--- src/mic_irq_defines.vh ---
/*
 * Constants of the interrupt control block: register byte offsets,
 * bit positions, reset values and timing counts.
 * Assumes inclusion by bare name from the design files.
 */
`ifndef MIC_IRQ_DEFINES_VH
`define MIC_IRQ_DEFINES_VH

// ============================================================
// Register byte offsets (AHB-Lite, one word each)
`define MIC_OFF_CONTROL     8'h00
`define MIC_OFF_OPTION      8'h04
`define MIC_OFF_CHG_MASK    8'h08
`define MIC_OFF_ANALOG_SEL  8'h0C
`define MIC_OFF_PERIPH_EN   8'h10
`define MIC_OFF_PERIPH_FLAG 8'h14
`define MIC_OFF_TIMER0      8'h18
`define MIC_OFF_CORE_STAT   8'h1C

// ============================================================
// Bit positions in irq_control_reg
`define MIC_BIT_GLB   7
`define MIC_BIT_PEN   6
`define MIC_BIT_T0E   5
`define MIC_BIT_EXTE  4
`define MIC_BIT_CHGE  3
`define MIC_BIT_T0F   2
`define MIC_BIT_EXTF  1
`define MIC_BIT_CHGF  0
// Bit position in option register
`define MIC_BIT_EDGE  0

// ============================================================
// Reset values
`define MIC_RST_CONTROL    8'h00
`define MIC_RST_OPTION     1'h0
`define MIC_RST_MASK       8'h00
`define MIC_RST_ANALOG     8'hFF
`define MIC_RST_PERIPH     8'h00

// ============================================================
// Vector and timing
`define MIC_VECTOR_ADDR    13'h0004
`define MIC_QUARTERS       2'h3
`define MIC_DISPATCH_TCY   2'h2

`endif

--- src/mic_pin_sync.v ---
/*
 * Two-flop synchroniser for a group of pins, followed by a history
 * flop for change detection. Analog-selected pins read as zero.
 * Assumes pins are asynchronous to hclk.
 */
module mic_pin_sync
#(
    parameter N = 8
)
(
    // Clock and reset
    input  wire         hclk,
    input  wire         hresetn,
    input  wire         clk_en,
    // Pins and selection
    input  wire [N-1:0] pin_async,
    input  wire [N-1:0] analog_sel,
    // Synchronised results
    output wire [N-1:0] pin_level,
    output wire [N-1:0] pin_rise,
    output wire [N-1:0] pin_fall
);

    genvar i;
    generate
        for (i = 0; i < N; i = i + 1)
        begin : g_pin
            reg meta_reg;
            reg sync_reg;
            reg prev_reg;
            wire dig;

            // Synchroniser and history, frozen with clk_en
            always @(posedge hclk or negedge hresetn)
            begin
                if (!hresetn)
                begin
                    meta_reg <= 1'b0;
                    sync_reg <= 1'b0;
                    prev_reg <= 1'b0;
                end
                else if (clk_en)
                begin
                    meta_reg <= pin_async[i];
                    sync_reg <= meta_reg;
                    prev_reg <= dig;
                end
            end

            // Analog pins read zero and never toggle
            assign dig          = sync_reg & ~analog_sel[i];
            assign pin_level[i] = dig;
            assign pin_rise[i]  = dig & ~prev_reg & ~analog_sel[i];
            assign pin_fall[i]  = ~dig & prev_reg & ~analog_sel[i];
        end
    endgenerate

endmodule // mic_pin_sync

--- src/mic_irq_ctrl.v ---
/*
 * Interrupt control of a small 8-bit core: flags, enables, dispatch
 * to the fixed vector, return, wake from sleep, timer0 overflow.
 * Assumes the core runs one instruction cycle per four hclk quarters
 * and honours irq_take, stack and restore strobes the same cycle.
 */
// Chosen here: the AHB-Lite interface to the registers and the register offsets.
// Overview of operation
// Global enable passes enabled interrupts, else none
// Reset clears global enable
// Taking clears enable, pushes return, loads vector
// Flags set regardless of any enable
// In service, flags set but no redirect
// Enable-clearing instruction cancels next-cycle dispatch
// Return pops, restores context, sets enable
// Pin event latency three or four cycles
// External pin edge selectable, sets flag
// External enable gates; enabled edge wakes sleep
// Analog pins read zero, never interrupt
// Flag sampled each Q1, settable Q4-Q1; the code sets the external flag in any quarter
// Peripheral enable gates all peripheral interrupts
// Timer0 enable gates; overflow flag sticky
// External enable gates; external flag sticky
// Change enable and masks gate change flag
// Control register read/write, resets to zero
// Firmware clears flags before enabling
// Service routine polls and clears flags
// Timer0 count survives reset
// Peripherals need peripheral enable too
// Request is global AND of core/peripheral terms
`include "mic_irq_defines.vh"

module mic_irq_ctrl
#(
    parameter PINS     = 8,
    parameter EXT_PIN  = 2,
    parameter PERIPH_N = 8
)
(
    // Clock, reset, enable
    input  wire                hclk,
    input  wire                hresetn,
    input  wire                clk_en,
    // AHB-Lite slave
    input  wire                hsel,
    input  wire [7:0]          haddr,
    input  wire [1:0]          htrans,
    input  wire                hwrite,
    input  wire [2:0]          hsize,
    input  wire                hready,
    input  wire [31:0]         hwdata,
    output wire [31:0]         hrdata,
    output wire                hreadyout,
    output wire                hresp,
    // Pins and peripheral events
    input  wire [PINS-1:0]     gpio_pins,
    input  wire [PERIPH_N-1:0] periph_event,
    // Core handshake
    input  wire                core_gie_clear,
    input  wire                core_return,
    input  wire                core_sleep,
    input  wire [12:0]         core_pc,
    output wire                irq_take,
    output wire                stack_push,
    output wire                stack_pop,
    output wire                ctx_restore,
    output wire                wake_req,
    output wire [12:0]         vector_addr,
    output wire [12:0]         return_addr,
    output wire [1:0]          quarter
);

    // ========================================================
    // Registers
    reg  [7:0]          irq_control_reg;
    reg                 ext_edge_select;
    reg  [PINS-1:0]     pin_change_mask_regs;
    reg  [PINS-1:0]     analog_select_regs;
    reg  [PERIPH_N-1:0] periph_enable_regs;
    reg  [PERIPH_N-1:0] periph_flag_regs;
    reg  [7:0]          timer0_count;
    reg  [1:0]          quarter_reg;
    reg  [1:0]          state_reg;
    reg  [1:0]          tcy_cnt_reg;
    reg                 take_reg;
    reg                 wake_reg;
    reg  [12:0]         ret_addr_reg;
    reg  [12:0]         vec_reg;
    reg  [31:0]         rdata_reg;
    reg                 wr_pend_reg;
    reg  [7:0]          wr_addr_reg;

    // Dispatch states
    localparam ST_IDLE = 2'b00;
    localparam ST_WAIT = 2'b01;

    // ========================================================
    // Pin synchronisation
    wire [PINS-1:0] pin_level;
    wire [PINS-1:0] pin_rise;
    wire [PINS-1:0] pin_fall;

    mic_pin_sync #(.N(PINS)) u_sync
    (
        .hclk       (hclk),
        .hresetn    (hresetn),
        .clk_en     (clk_en),
        .pin_async  (gpio_pins),
        .analog_sel (analog_select_regs),
        .pin_level  (pin_level),
        .pin_rise   (pin_rise),
        .pin_fall   (pin_fall)
    );

    // ========================================================
    // Event detection
    wire q1      = (quarter_reg == 2'h0);
    wire q4      = (quarter_reg == `MIC_QUARTERS);
    // Edge on external pin by polarity; analog pins gated in sync
    wire ext_evt = ext_edge_select ? pin_rise[EXT_PIN]
                                   : pin_fall[EXT_PIN];
    // Any masked digital pin changed
    wire chg_evt = |((pin_rise | pin_fall) & pin_change_mask_regs);
    // Timer0 rolls over at end of instruction cycle
    wire t0_evt  = q4 & (timer0_count == 8'hFF);
    // Window Q4 through Q1; flags may land in any quarter, sampled at Q1
    wire flag_win = q4 | q1;

    // ========================================================
    // Request combine
    wire glb_en   = irq_control_reg[`MIC_BIT_GLB];
    wire core_any = (irq_control_reg[`MIC_BIT_T0E] & irq_control_reg[`MIC_BIT_T0F])
                  | (irq_control_reg[`MIC_BIT_EXTE] & irq_control_reg[`MIC_BIT_EXTF])
                  | (irq_control_reg[`MIC_BIT_CHGE] & irq_control_reg[`MIC_BIT_CHGF]);
    wire per_any  = irq_control_reg[`MIC_BIT_PEN]
                  & |(periph_flag_regs & periph_enable_regs);
    wire pending  = core_any | per_any;
    wire irq_req  = glb_en & pending;

    // ========================================================
    // Bus decode
    wire addr_ph = hsel & htrans[1] & hready & clk_en;
    wire wr_now  = wr_pend_reg & clk_en;
    wire [7:0] wb = hwdata[7:0];
    wire wr_ctl  = wr_now & (wr_addr_reg == `MIC_OFF_CONTROL);

    // ========================================================
    // Quarter counter, one instruction cycle per four edges
    always @(posedge hclk or negedge hresetn)
    begin
        if (!hresetn)
            quarter_reg <= 2'h0;
        else if (clk_en)
            quarter_reg <= quarter_reg + 2'h1;
    end

    // ========================================================
    // Timer0 count, deliberately outside reset
    always @(posedge hclk)
    begin
        if (clk_en)
        begin
            if (wr_now && wr_addr_reg == `MIC_OFF_TIMER0)
                timer0_count <= wb;
            else if (q4)
                timer0_count <= timer0_count + 8'h01;
        end
    end

    // ========================================================
    // Control register: software write, hardware set wins
    always @(posedge hclk or negedge hresetn)
    begin
        if (!hresetn)
            irq_control_reg <= `MIC_RST_CONTROL;
        else if (clk_en)
        begin
            if (wr_ctl)
                irq_control_reg <= wb;
            // Return sets global enable
            if (core_return)
                irq_control_reg[`MIC_BIT_GLB] <= 1'b1;
            // Instruction clearing enable, or dispatch, clears it
            if (core_gie_clear || take_reg)
                irq_control_reg[`MIC_BIT_GLB] <= 1'b0;
            // Flags set independent of enables
            if (t0_evt)
                irq_control_reg[`MIC_BIT_T0F] <= 1'b1;
            if (ext_evt && flag_win)
                irq_control_reg[`MIC_BIT_EXTF] <= 1'b1;
            if (ext_evt && !flag_win)
                irq_control_reg[`MIC_BIT_EXTF] <= 1'b1;
            if (chg_evt)
                irq_control_reg[`MIC_BIT_CHGF] <= 1'b1;
        end
    end

    // ========================================================
    // Configuration registers
    always @(posedge hclk or negedge hresetn)
    begin
        if (!hresetn)
        begin
            ext_edge_select      <= `MIC_RST_OPTION;
            pin_change_mask_regs <= `MIC_RST_MASK;
            analog_select_regs   <= `MIC_RST_ANALOG;
            periph_enable_regs   <= `MIC_RST_PERIPH;
        end
        else if (wr_now)
        begin
            if (wr_addr_reg == `MIC_OFF_OPTION)
                ext_edge_select <= wb[`MIC_BIT_EDGE];
            else if (wr_addr_reg == `MIC_OFF_CHG_MASK)
                pin_change_mask_regs <= wb;
            else if (wr_addr_reg == `MIC_OFF_ANALOG_SEL)
                analog_select_regs <= wb;
            else if (wr_addr_reg == `MIC_OFF_PERIPH_EN)
                periph_enable_regs <= wb;
        end
    end

    // ========================================================
    // Peripheral flags, per bit, set wins over software clear
    genvar p;
    generate
        for (p = 0; p < PERIPH_N; p = p + 1)
        begin : g_per
            always @(posedge hclk or negedge hresetn)
            begin
                if (!hresetn)
                    periph_flag_regs[p] <= 1'b0;
                else if (clk_en)
                begin
                    if (periph_event[p])
                        periph_flag_regs[p] <= 1'b1;
                    else if (wr_now && wr_addr_reg == `MIC_OFF_PERIPH_FLAG)
                        periph_flag_regs[p] <= wb[p];
                end
            end
        end
    endgenerate

    // ========================================================
    // Dispatch: sample at Q1, redirect two cycles later at Q1
    always @(posedge hclk or negedge hresetn)
    begin
        if (!hresetn)
        begin
            state_reg    <= ST_IDLE;
            tcy_cnt_reg  <= 2'h0;
            take_reg     <= 1'b0;
            ret_addr_reg <= 13'h0000;
            vec_reg      <= 13'h0000;
        end
        else if (clk_en)
        begin
            take_reg <= 1'b0;
            case (state_reg)
                ST_IDLE:
                begin
                    if (q1 && irq_req && !core_gie_clear && !core_sleep)
                    begin
                        state_reg   <= ST_WAIT;
                        tcy_cnt_reg <= `MIC_DISPATCH_TCY;
                    end
                end
                ST_WAIT:
                begin
                    // Dropped enable cancels; flags stay pending
                    if (core_gie_clear || !irq_req)
                        state_reg <= ST_IDLE;
                    else if (q4)
                    begin
                        if (tcy_cnt_reg == 2'h1)
                        begin
                            take_reg     <= 1'b1;
                            ret_addr_reg <= core_pc;
                            vec_reg      <= `MIC_VECTOR_ADDR;
                            state_reg    <= ST_IDLE;
                        end
                        tcy_cnt_reg <= tcy_cnt_reg - 2'h1;
                    end
                end
                default:
                    state_reg <= ST_IDLE;
            endcase
        end
    end

    // ========================================================
    // Wake: enabled pending source while asleep, enable not needed
    always @(posedge hclk or negedge hresetn)
    begin
        if (!hresetn)
            wake_reg <= 1'b0;
        else if (clk_en)
            wake_reg <= core_sleep & pending;
    end

    // ========================================================
    // Bus slave: latch write, registered read data
    always @(posedge hclk or negedge hresetn)
    begin
        if (!hresetn)
        begin
            wr_pend_reg <= 1'b0;
            wr_addr_reg <= 8'h00;
            rdata_reg   <= 32'h0000_0000;
        end
        else if (clk_en)
        begin
            wr_pend_reg <= addr_ph & hwrite;
            wr_addr_reg <= haddr;
            rdata_reg   <= 32'h0000_0000;
            if (addr_ph && !hwrite)
            begin
                if (haddr == `MIC_OFF_CONTROL)
                    rdata_reg[7:0] <= irq_control_reg;
                else if (haddr == `MIC_OFF_OPTION)
                    rdata_reg[0] <= ext_edge_select;
                else if (haddr == `MIC_OFF_CHG_MASK)
                    rdata_reg[PINS-1:0] <= pin_change_mask_regs;
                else if (haddr == `MIC_OFF_ANALOG_SEL)
                    rdata_reg[PINS-1:0] <= analog_select_regs;
                else if (haddr == `MIC_OFF_PERIPH_EN)
                    rdata_reg[PERIPH_N-1:0] <= periph_enable_regs;
                else if (haddr == `MIC_OFF_PERIPH_FLAG)
                    rdata_reg[PERIPH_N-1:0] <= periph_flag_regs;
                else if (haddr == `MIC_OFF_TIMER0)
                    rdata_reg[7:0] <= timer0_count;
                else if (haddr == `MIC_OFF_CORE_STAT)
                    rdata_reg[PINS+3:0] <= {pin_level, state_reg, quarter_reg};
            end
        end
    end

    // ========================================================
    // Outputs
    assign hrdata      = rdata_reg;
    assign hreadyout   = clk_en;
    assign hresp       = 1'b0;
    assign irq_take    = take_reg;
    assign stack_push  = take_reg;
    assign stack_pop   = core_return;
    assign ctx_restore = core_return;
    assign wake_req    = wake_reg;
    assign vector_addr = vec_reg;
    assign return_addr = ret_addr_reg;
    assign quarter     = quarter_reg;

endmodule // mic_irq_ctrl

--- config.mk ---
export PLATFORM = sky130hd
export DESIGN_NAME = mic_irq_ctrl
export DESIGN_NICKNAME = d
export VERILOG_FILES = /design/src/mic_pin_sync.v /design/src/mic_irq_ctrl.v
export VERILOG_INCLUDE_DIRS = /design/src
export SDC_FILE = /design/constraint.sdc
export NUM_CORES = 1
export LEC_CHECK = 0
export BUFFER_PORTS_ARGS = -buffer_cell sky130_fd_sc_hd__buf_2
export CORE_UTILIZATION = 55
export DETAILED_ROUTE_END_ITERATION = 16
export GPL_TIMING_DRIVEN = 1
export PLACE_DENSITY_LB_ADDON = 0.12
export SLEW_MARGIN = 5
export SYNTH_ARGS = -nofsm -noshare
export SYNTH_HDL_FRONTEND = slang
export SYNTH_SLANG_ARGS = --single-unit
--- constraint.sdc ---
create_clock -name hclk -period 3.7 [get_ports hclk]
set_clock_uncertainty 0.15 [all_clocks]
set_input_delay 0.37 -clock hclk [delete_from_list [all_inputs] [get_ports hclk]]
set_output_delay 0.37 -clock hclk [all_outputs]
set_load 0.1 [all_outputs]
---- Yosys cells after proc, flatten, opt, wreduce, memory -nomap -nowiden ----
Index checks and enable logic that the tools add are counted.
storage, ports and cells
  bits in registers ....................... 116
  input port bits ......................... 83
  output and inout port bits .............. 67
cells by class
  $add $sub $neg .......................... 3
  equal/unequal tests ..................... 22
  multiplexer cells ....................... 55
  bitwise operators ....................... 88
  reductions and logical operators ........ 56
operators by type and width
  cell                 count
  $mux 8               9
  $eq 8x5->1 const B   7
  $and 1x1->1          53
  $eq 8x4->1 const B   4
  $reduce_and 2->1     15
  $mux 1               28
  $not 1->1            28
  $mux 12              2
  $mux 4               6
  $reduce_bool 2->1    12
  $and 8x8->8          2
  $eq 8x3->1 const B   2
  $logic_not 8->1      2
  $reduce_or 8->1      2
  $reduce_and 5->1     3
  $mux 2               7
  $mux 11              1
  $add 8x1->8 const B  1
  $eq 8x8->1 const B   1
  $logic_and 1x1->1    8
  $or 8x8->8           1
  $pmux 2 s2           2
  $reduce_and 4->1     2
  $ne 2x2->1 const B   3
  11 further kinds     23

---- Logic depth before layout (Yosys ltp) ----
  depth in word-level cells ............... 11
  mapped depth ............................ 8

---- By module ----
A second synthesis with hierarchy kept.
second synthesis, totals
  cells, all modules ...................... 520
  area total of the unflattened synthesis .. 6065.8 sq um
modules (own cells, without submodules)
  module        instances  cells an instance  area each (sq um)
  mic_irq_ctrl  1          437                4848.4
  mic_pin_sync  1          83                 1217.4

---- Worst setup path before layout ----
Ideal clock, no wire load.
  kind .................................... register to register
  start point ............................. register quarter_reg[0], in the netlist quarter[0]
  end point ............................... register ret_addr_reg[10], in the netlist return_addr[10]
  arrival time ............................ 2.415 ns
  path slack .............................. 1.009 ns
  cell stages (with the launch flop) ...... 8
  period minus slack after synthesis ...... 2.691 ns
  cells stage by stage .................... dfrtp_1 > ha_1 > and3_1 > nand3_1 > o21ba_2 > buf_2 > buf_2 > mux2_2
on the way
  cells in the longest elaborated chain, start to end .. 2
ends and longest elaborated chain
  item                        line                text
  start, declared             mic_irq_ctrl.v:82   reg [1:0] quarter_reg;
  start signal, assigned      mic_irq_ctrl.v:154  quarter_reg <= quarter_reg + 2'h1;
  $eq 2x2->1 (no line)        n/a
  $reduce_and 5->1 (no line)  n/a
  end signal, assigned        mic_irq_ctrl.v:277  ret_addr_reg <= core_pc;
  end, declared               mic_irq_ctrl.v:87   reg [12:0] ret_addr_reg;
Every way passes these cells.
A chain may end at the register's enable or synchronous reset.

---- Final worst setup path ----
  start point ............................. register wr_addr_reg[1]
  end point ............................... register timer0_count[5] (enable)
on the way
  cells in the longest elaborated chain, start to end .. 4
ends and longest elaborated chain
  item                         line                text
  start, declared              mic_irq_ctrl.v:91   reg [7:0] wr_addr_reg;
  start signal, assigned       mic_irq_ctrl.v:313  wr_addr_reg <= haddr;
  $eq 8x5->1 (no line)         n/a
  $logic_and 1x1->1 (no line)  n/a
  $reduce_bool 2->1 (no line)  n/a
  $reduce_and 2->1 (no line)   n/a
  end signal, assigned         mic_irq_ctrl.v:164  timer0_count <= wb;
  end signal, assigned         mic_irq_ctrl.v:166  timer0_count <= timer0_count + 8'h01;
  end, declared                mic_irq_ctrl.v:81   reg [7:0] timer0_count;
Every way passes these cells.

==> results.md <==
* Synth top area cells: dfrtp_1, mux2_2, buf_4
* DIE HEIGHT at 106 um
* DR WL/cell at 19.3 um
* PostCTS Resize Cnt at 0
* PwrDens at 523 nW/um^2
* Leak at 3.38 nW
* Yosys cell types at 64
* Area grow syn2layout at 22.8%
* Most common cell in the synthesized netlist: dfrtp_1
* Top-area cell type share of the netlist area at 0.416
* R2R cell count at 3
* DR iter-0 viols at 469
* Clock transition at the registers of the reported paths at 0.06 ns
* Post-CTS Repair Setup Buffers at 0
* Max Cap Viol at 0
* Clock root buffer: clkbuf_8
* Hold_ws at 0.0288 ns
* Hold crit path type: in -> reg
* Die ar. at 11300 um^2
* Min Clock Period, post-route at 2.67 ns
* CP Launch Point: wr_addr_reg[1]
* DRT Wirelength at 15400 um
* Largest net degree at the start of global routing at 41
* DR DRC count at 0
* Drt pass-1 iters at 5
* RR Endpoint: timer0_count[5]
* Synth area leader: dfrtp_1
* Total Power at 3.82 mW
* ANT nets after route at 0
* Synth Cell Area at 5960 um^2
* FF-to-FF setup slack at 1.03 ns
* Crit path DAT at 2.67 ns
* Core area at 10400 um^2
* Startpoint type of the worst setup path: flip-flop
* Cts bufs inserted at 17
* Post-synth EDFFs at 8
* First-pass GRT wire length at 24700 um
* Hold wc startpoint: core_return
* Yosys warns at 0
* Post-Syn Instances at 536
* HPWL after DPL at 10500 um
* Initial Utilization at 0.572
* TNS Setup at 0 ns
* Max reg flops at 13
* GR Overflow Total at 0
* Vias in the first global route at 4653
* Final hold violation count at 0
* Synth top cells by count: dfrtp_1, mux2_2, buf_4, nand2_1, o21ai_0
* RSZ-0062 raised after global routing: no
* Rows at 37
* Layout cell share with drive strength beyond 1 at 0.303
* Hold-fix buffers, CTS at 36
* GP Congestion at 0.949
* Syn avg cell area at 11.1 um^2
* Clock Latency Late Sink at 0.52 ns
* Vias per cell at 5.94
* IO buf count at 88
* Fmax at 375 MHz
* Crit Path Class: reg -> reg
* CP required at 3.70 ns
* Initial antenna violation count at 0
* CP Capture Type: flip-flop
* CTS max path bufs at 2
* Max H-tree Level at 4
* CTS Sinks at 115
* Worst Tran Pin Value at 0.920 ns
* Total GRT Usage at 0.294
* Reg-to-Reg Start: wr_addr_reg[1]
* Rel. slew slack at 0.381
* CP endpoint: timer0_count[5]
* Seq cells post-synth at 115
* Setup WS post-layout at 1.03 ns
* Status: completed
* Fin. max-slew vios at 0
* Via count at 4748
* Post-place setup slack at 0.960 ns
* Most used DFF post-synth: dfrtp_1
* Die extent in x at 106 um
* Final net count at 738
* Sequential-to-total area share from yosys stat at 0.491
* I/O pin count at 150
* Critical path fanouts, max at 9
* Peak VDD IR at 0.371 mV
* Async SR Flop Fraction at 0.930
* CTS tree: built
* Fin crit share at 0.721
* Antenna Cells at 0
* Final setup viols at 0
-- metal layers --
layer / vias to the layer above / track usage / wire, um
met2: 244 / 0.467 / 7340
met4: 0 / 0.144 / 602
li1: 2125 / - / -
met3: 48 / 0.0668 / 1200
met5: - / 0 / 0
met1: 2331 / 0.381 / 6290
-- placed cells by master, fill, tap and decap left out, types with 7 or more instances in the layout --
cell type and count:
a21oi_1 22, a221o_1 9, a22oi_1 12, buf_2 87
clkbuf_16 17, conb_1 33, dfrtp_1 99, dfstp_2 8
dlygate4sd3_1 36, edfxtp_1 8, inv_1 17, mux2_1 8
mux2_2 59, nand2_1 28, nand2b_1 20, nand3_1 14
nor2_1 19, nor2b_1 7, nor4_1 8, o21ai_0 26
xnor2_1 12
-- power by group --
part           internal, mW  leakage (nW)  switching (mW)
sequential             1.36          1.39          0.0862
combinational         0.194          1.68           0.461
clock                  1.17         0.311           0.558
-- how the worst min path moves through the flow --
| stage | end | slack, ns | cells after the start |
|---|---|---|---|
| 2_1_floorplan | ext_edge_select | -0.08 | 0 |
| 3_3_place_gp | tcy_cnt_reg[1] | 0.18 | 1 |
| 3_5_place_dp | tcy_cnt_reg[1] | 0.18 | 1 |
| 4_1_cts | analog_select_regs[1] | 0.01 | 2 |
| 5_1_grt | analog_select_regs[1] | 0.01 | 2 |
| 6_report | irq_control_reg[7] | 0.03 | 3 |
-- kinds of logic (layout without fill, tap and decap cells) --
family / count (synthesis) / in the layout / synth area share
simple gates: 136 / 136 / 0.137
other cells: 1 / 33 / 0.000629
compound gates: 111 / 111 / 0.128
buf+inv: 83 / 179 / 0.0787
flops: 115 / 115 / 0.491
fa+ha+maj: 4 / 4 / 0.00840
mux: 71 / 71 / 0.133
xor+xnor: 15 / 15 / 0.0220
-- cell type report --
class / count / area, um^2
multi-input cells: 370 / 2680
fillers: 774 / 3100
flip-flops and latches: 115 / 2930
repair buffers: 129 / 841
clock inverters: 9 / 149
clock buffers: 23 / 478
inverters: 18 / 67.6
well taps: 136 / 170
-- stage by stage --
stage                util  cell area (um^2)  cells
CTS                 0.702              7320    800
global placement    0.608              6330    732
finish              0.702              7320    800
floorplan               -              6080    568
global route        0.702              7320    800
detailed placement  0.608              6330    732
-- critical path, stage by stage, from the launching register on --
cell	delay (ns)
dfrtp_1	0.47
nor4b_4	0.47
nand4_1	0.41
a21oi_1	0.79
Power figures use the tool's default switching activity.
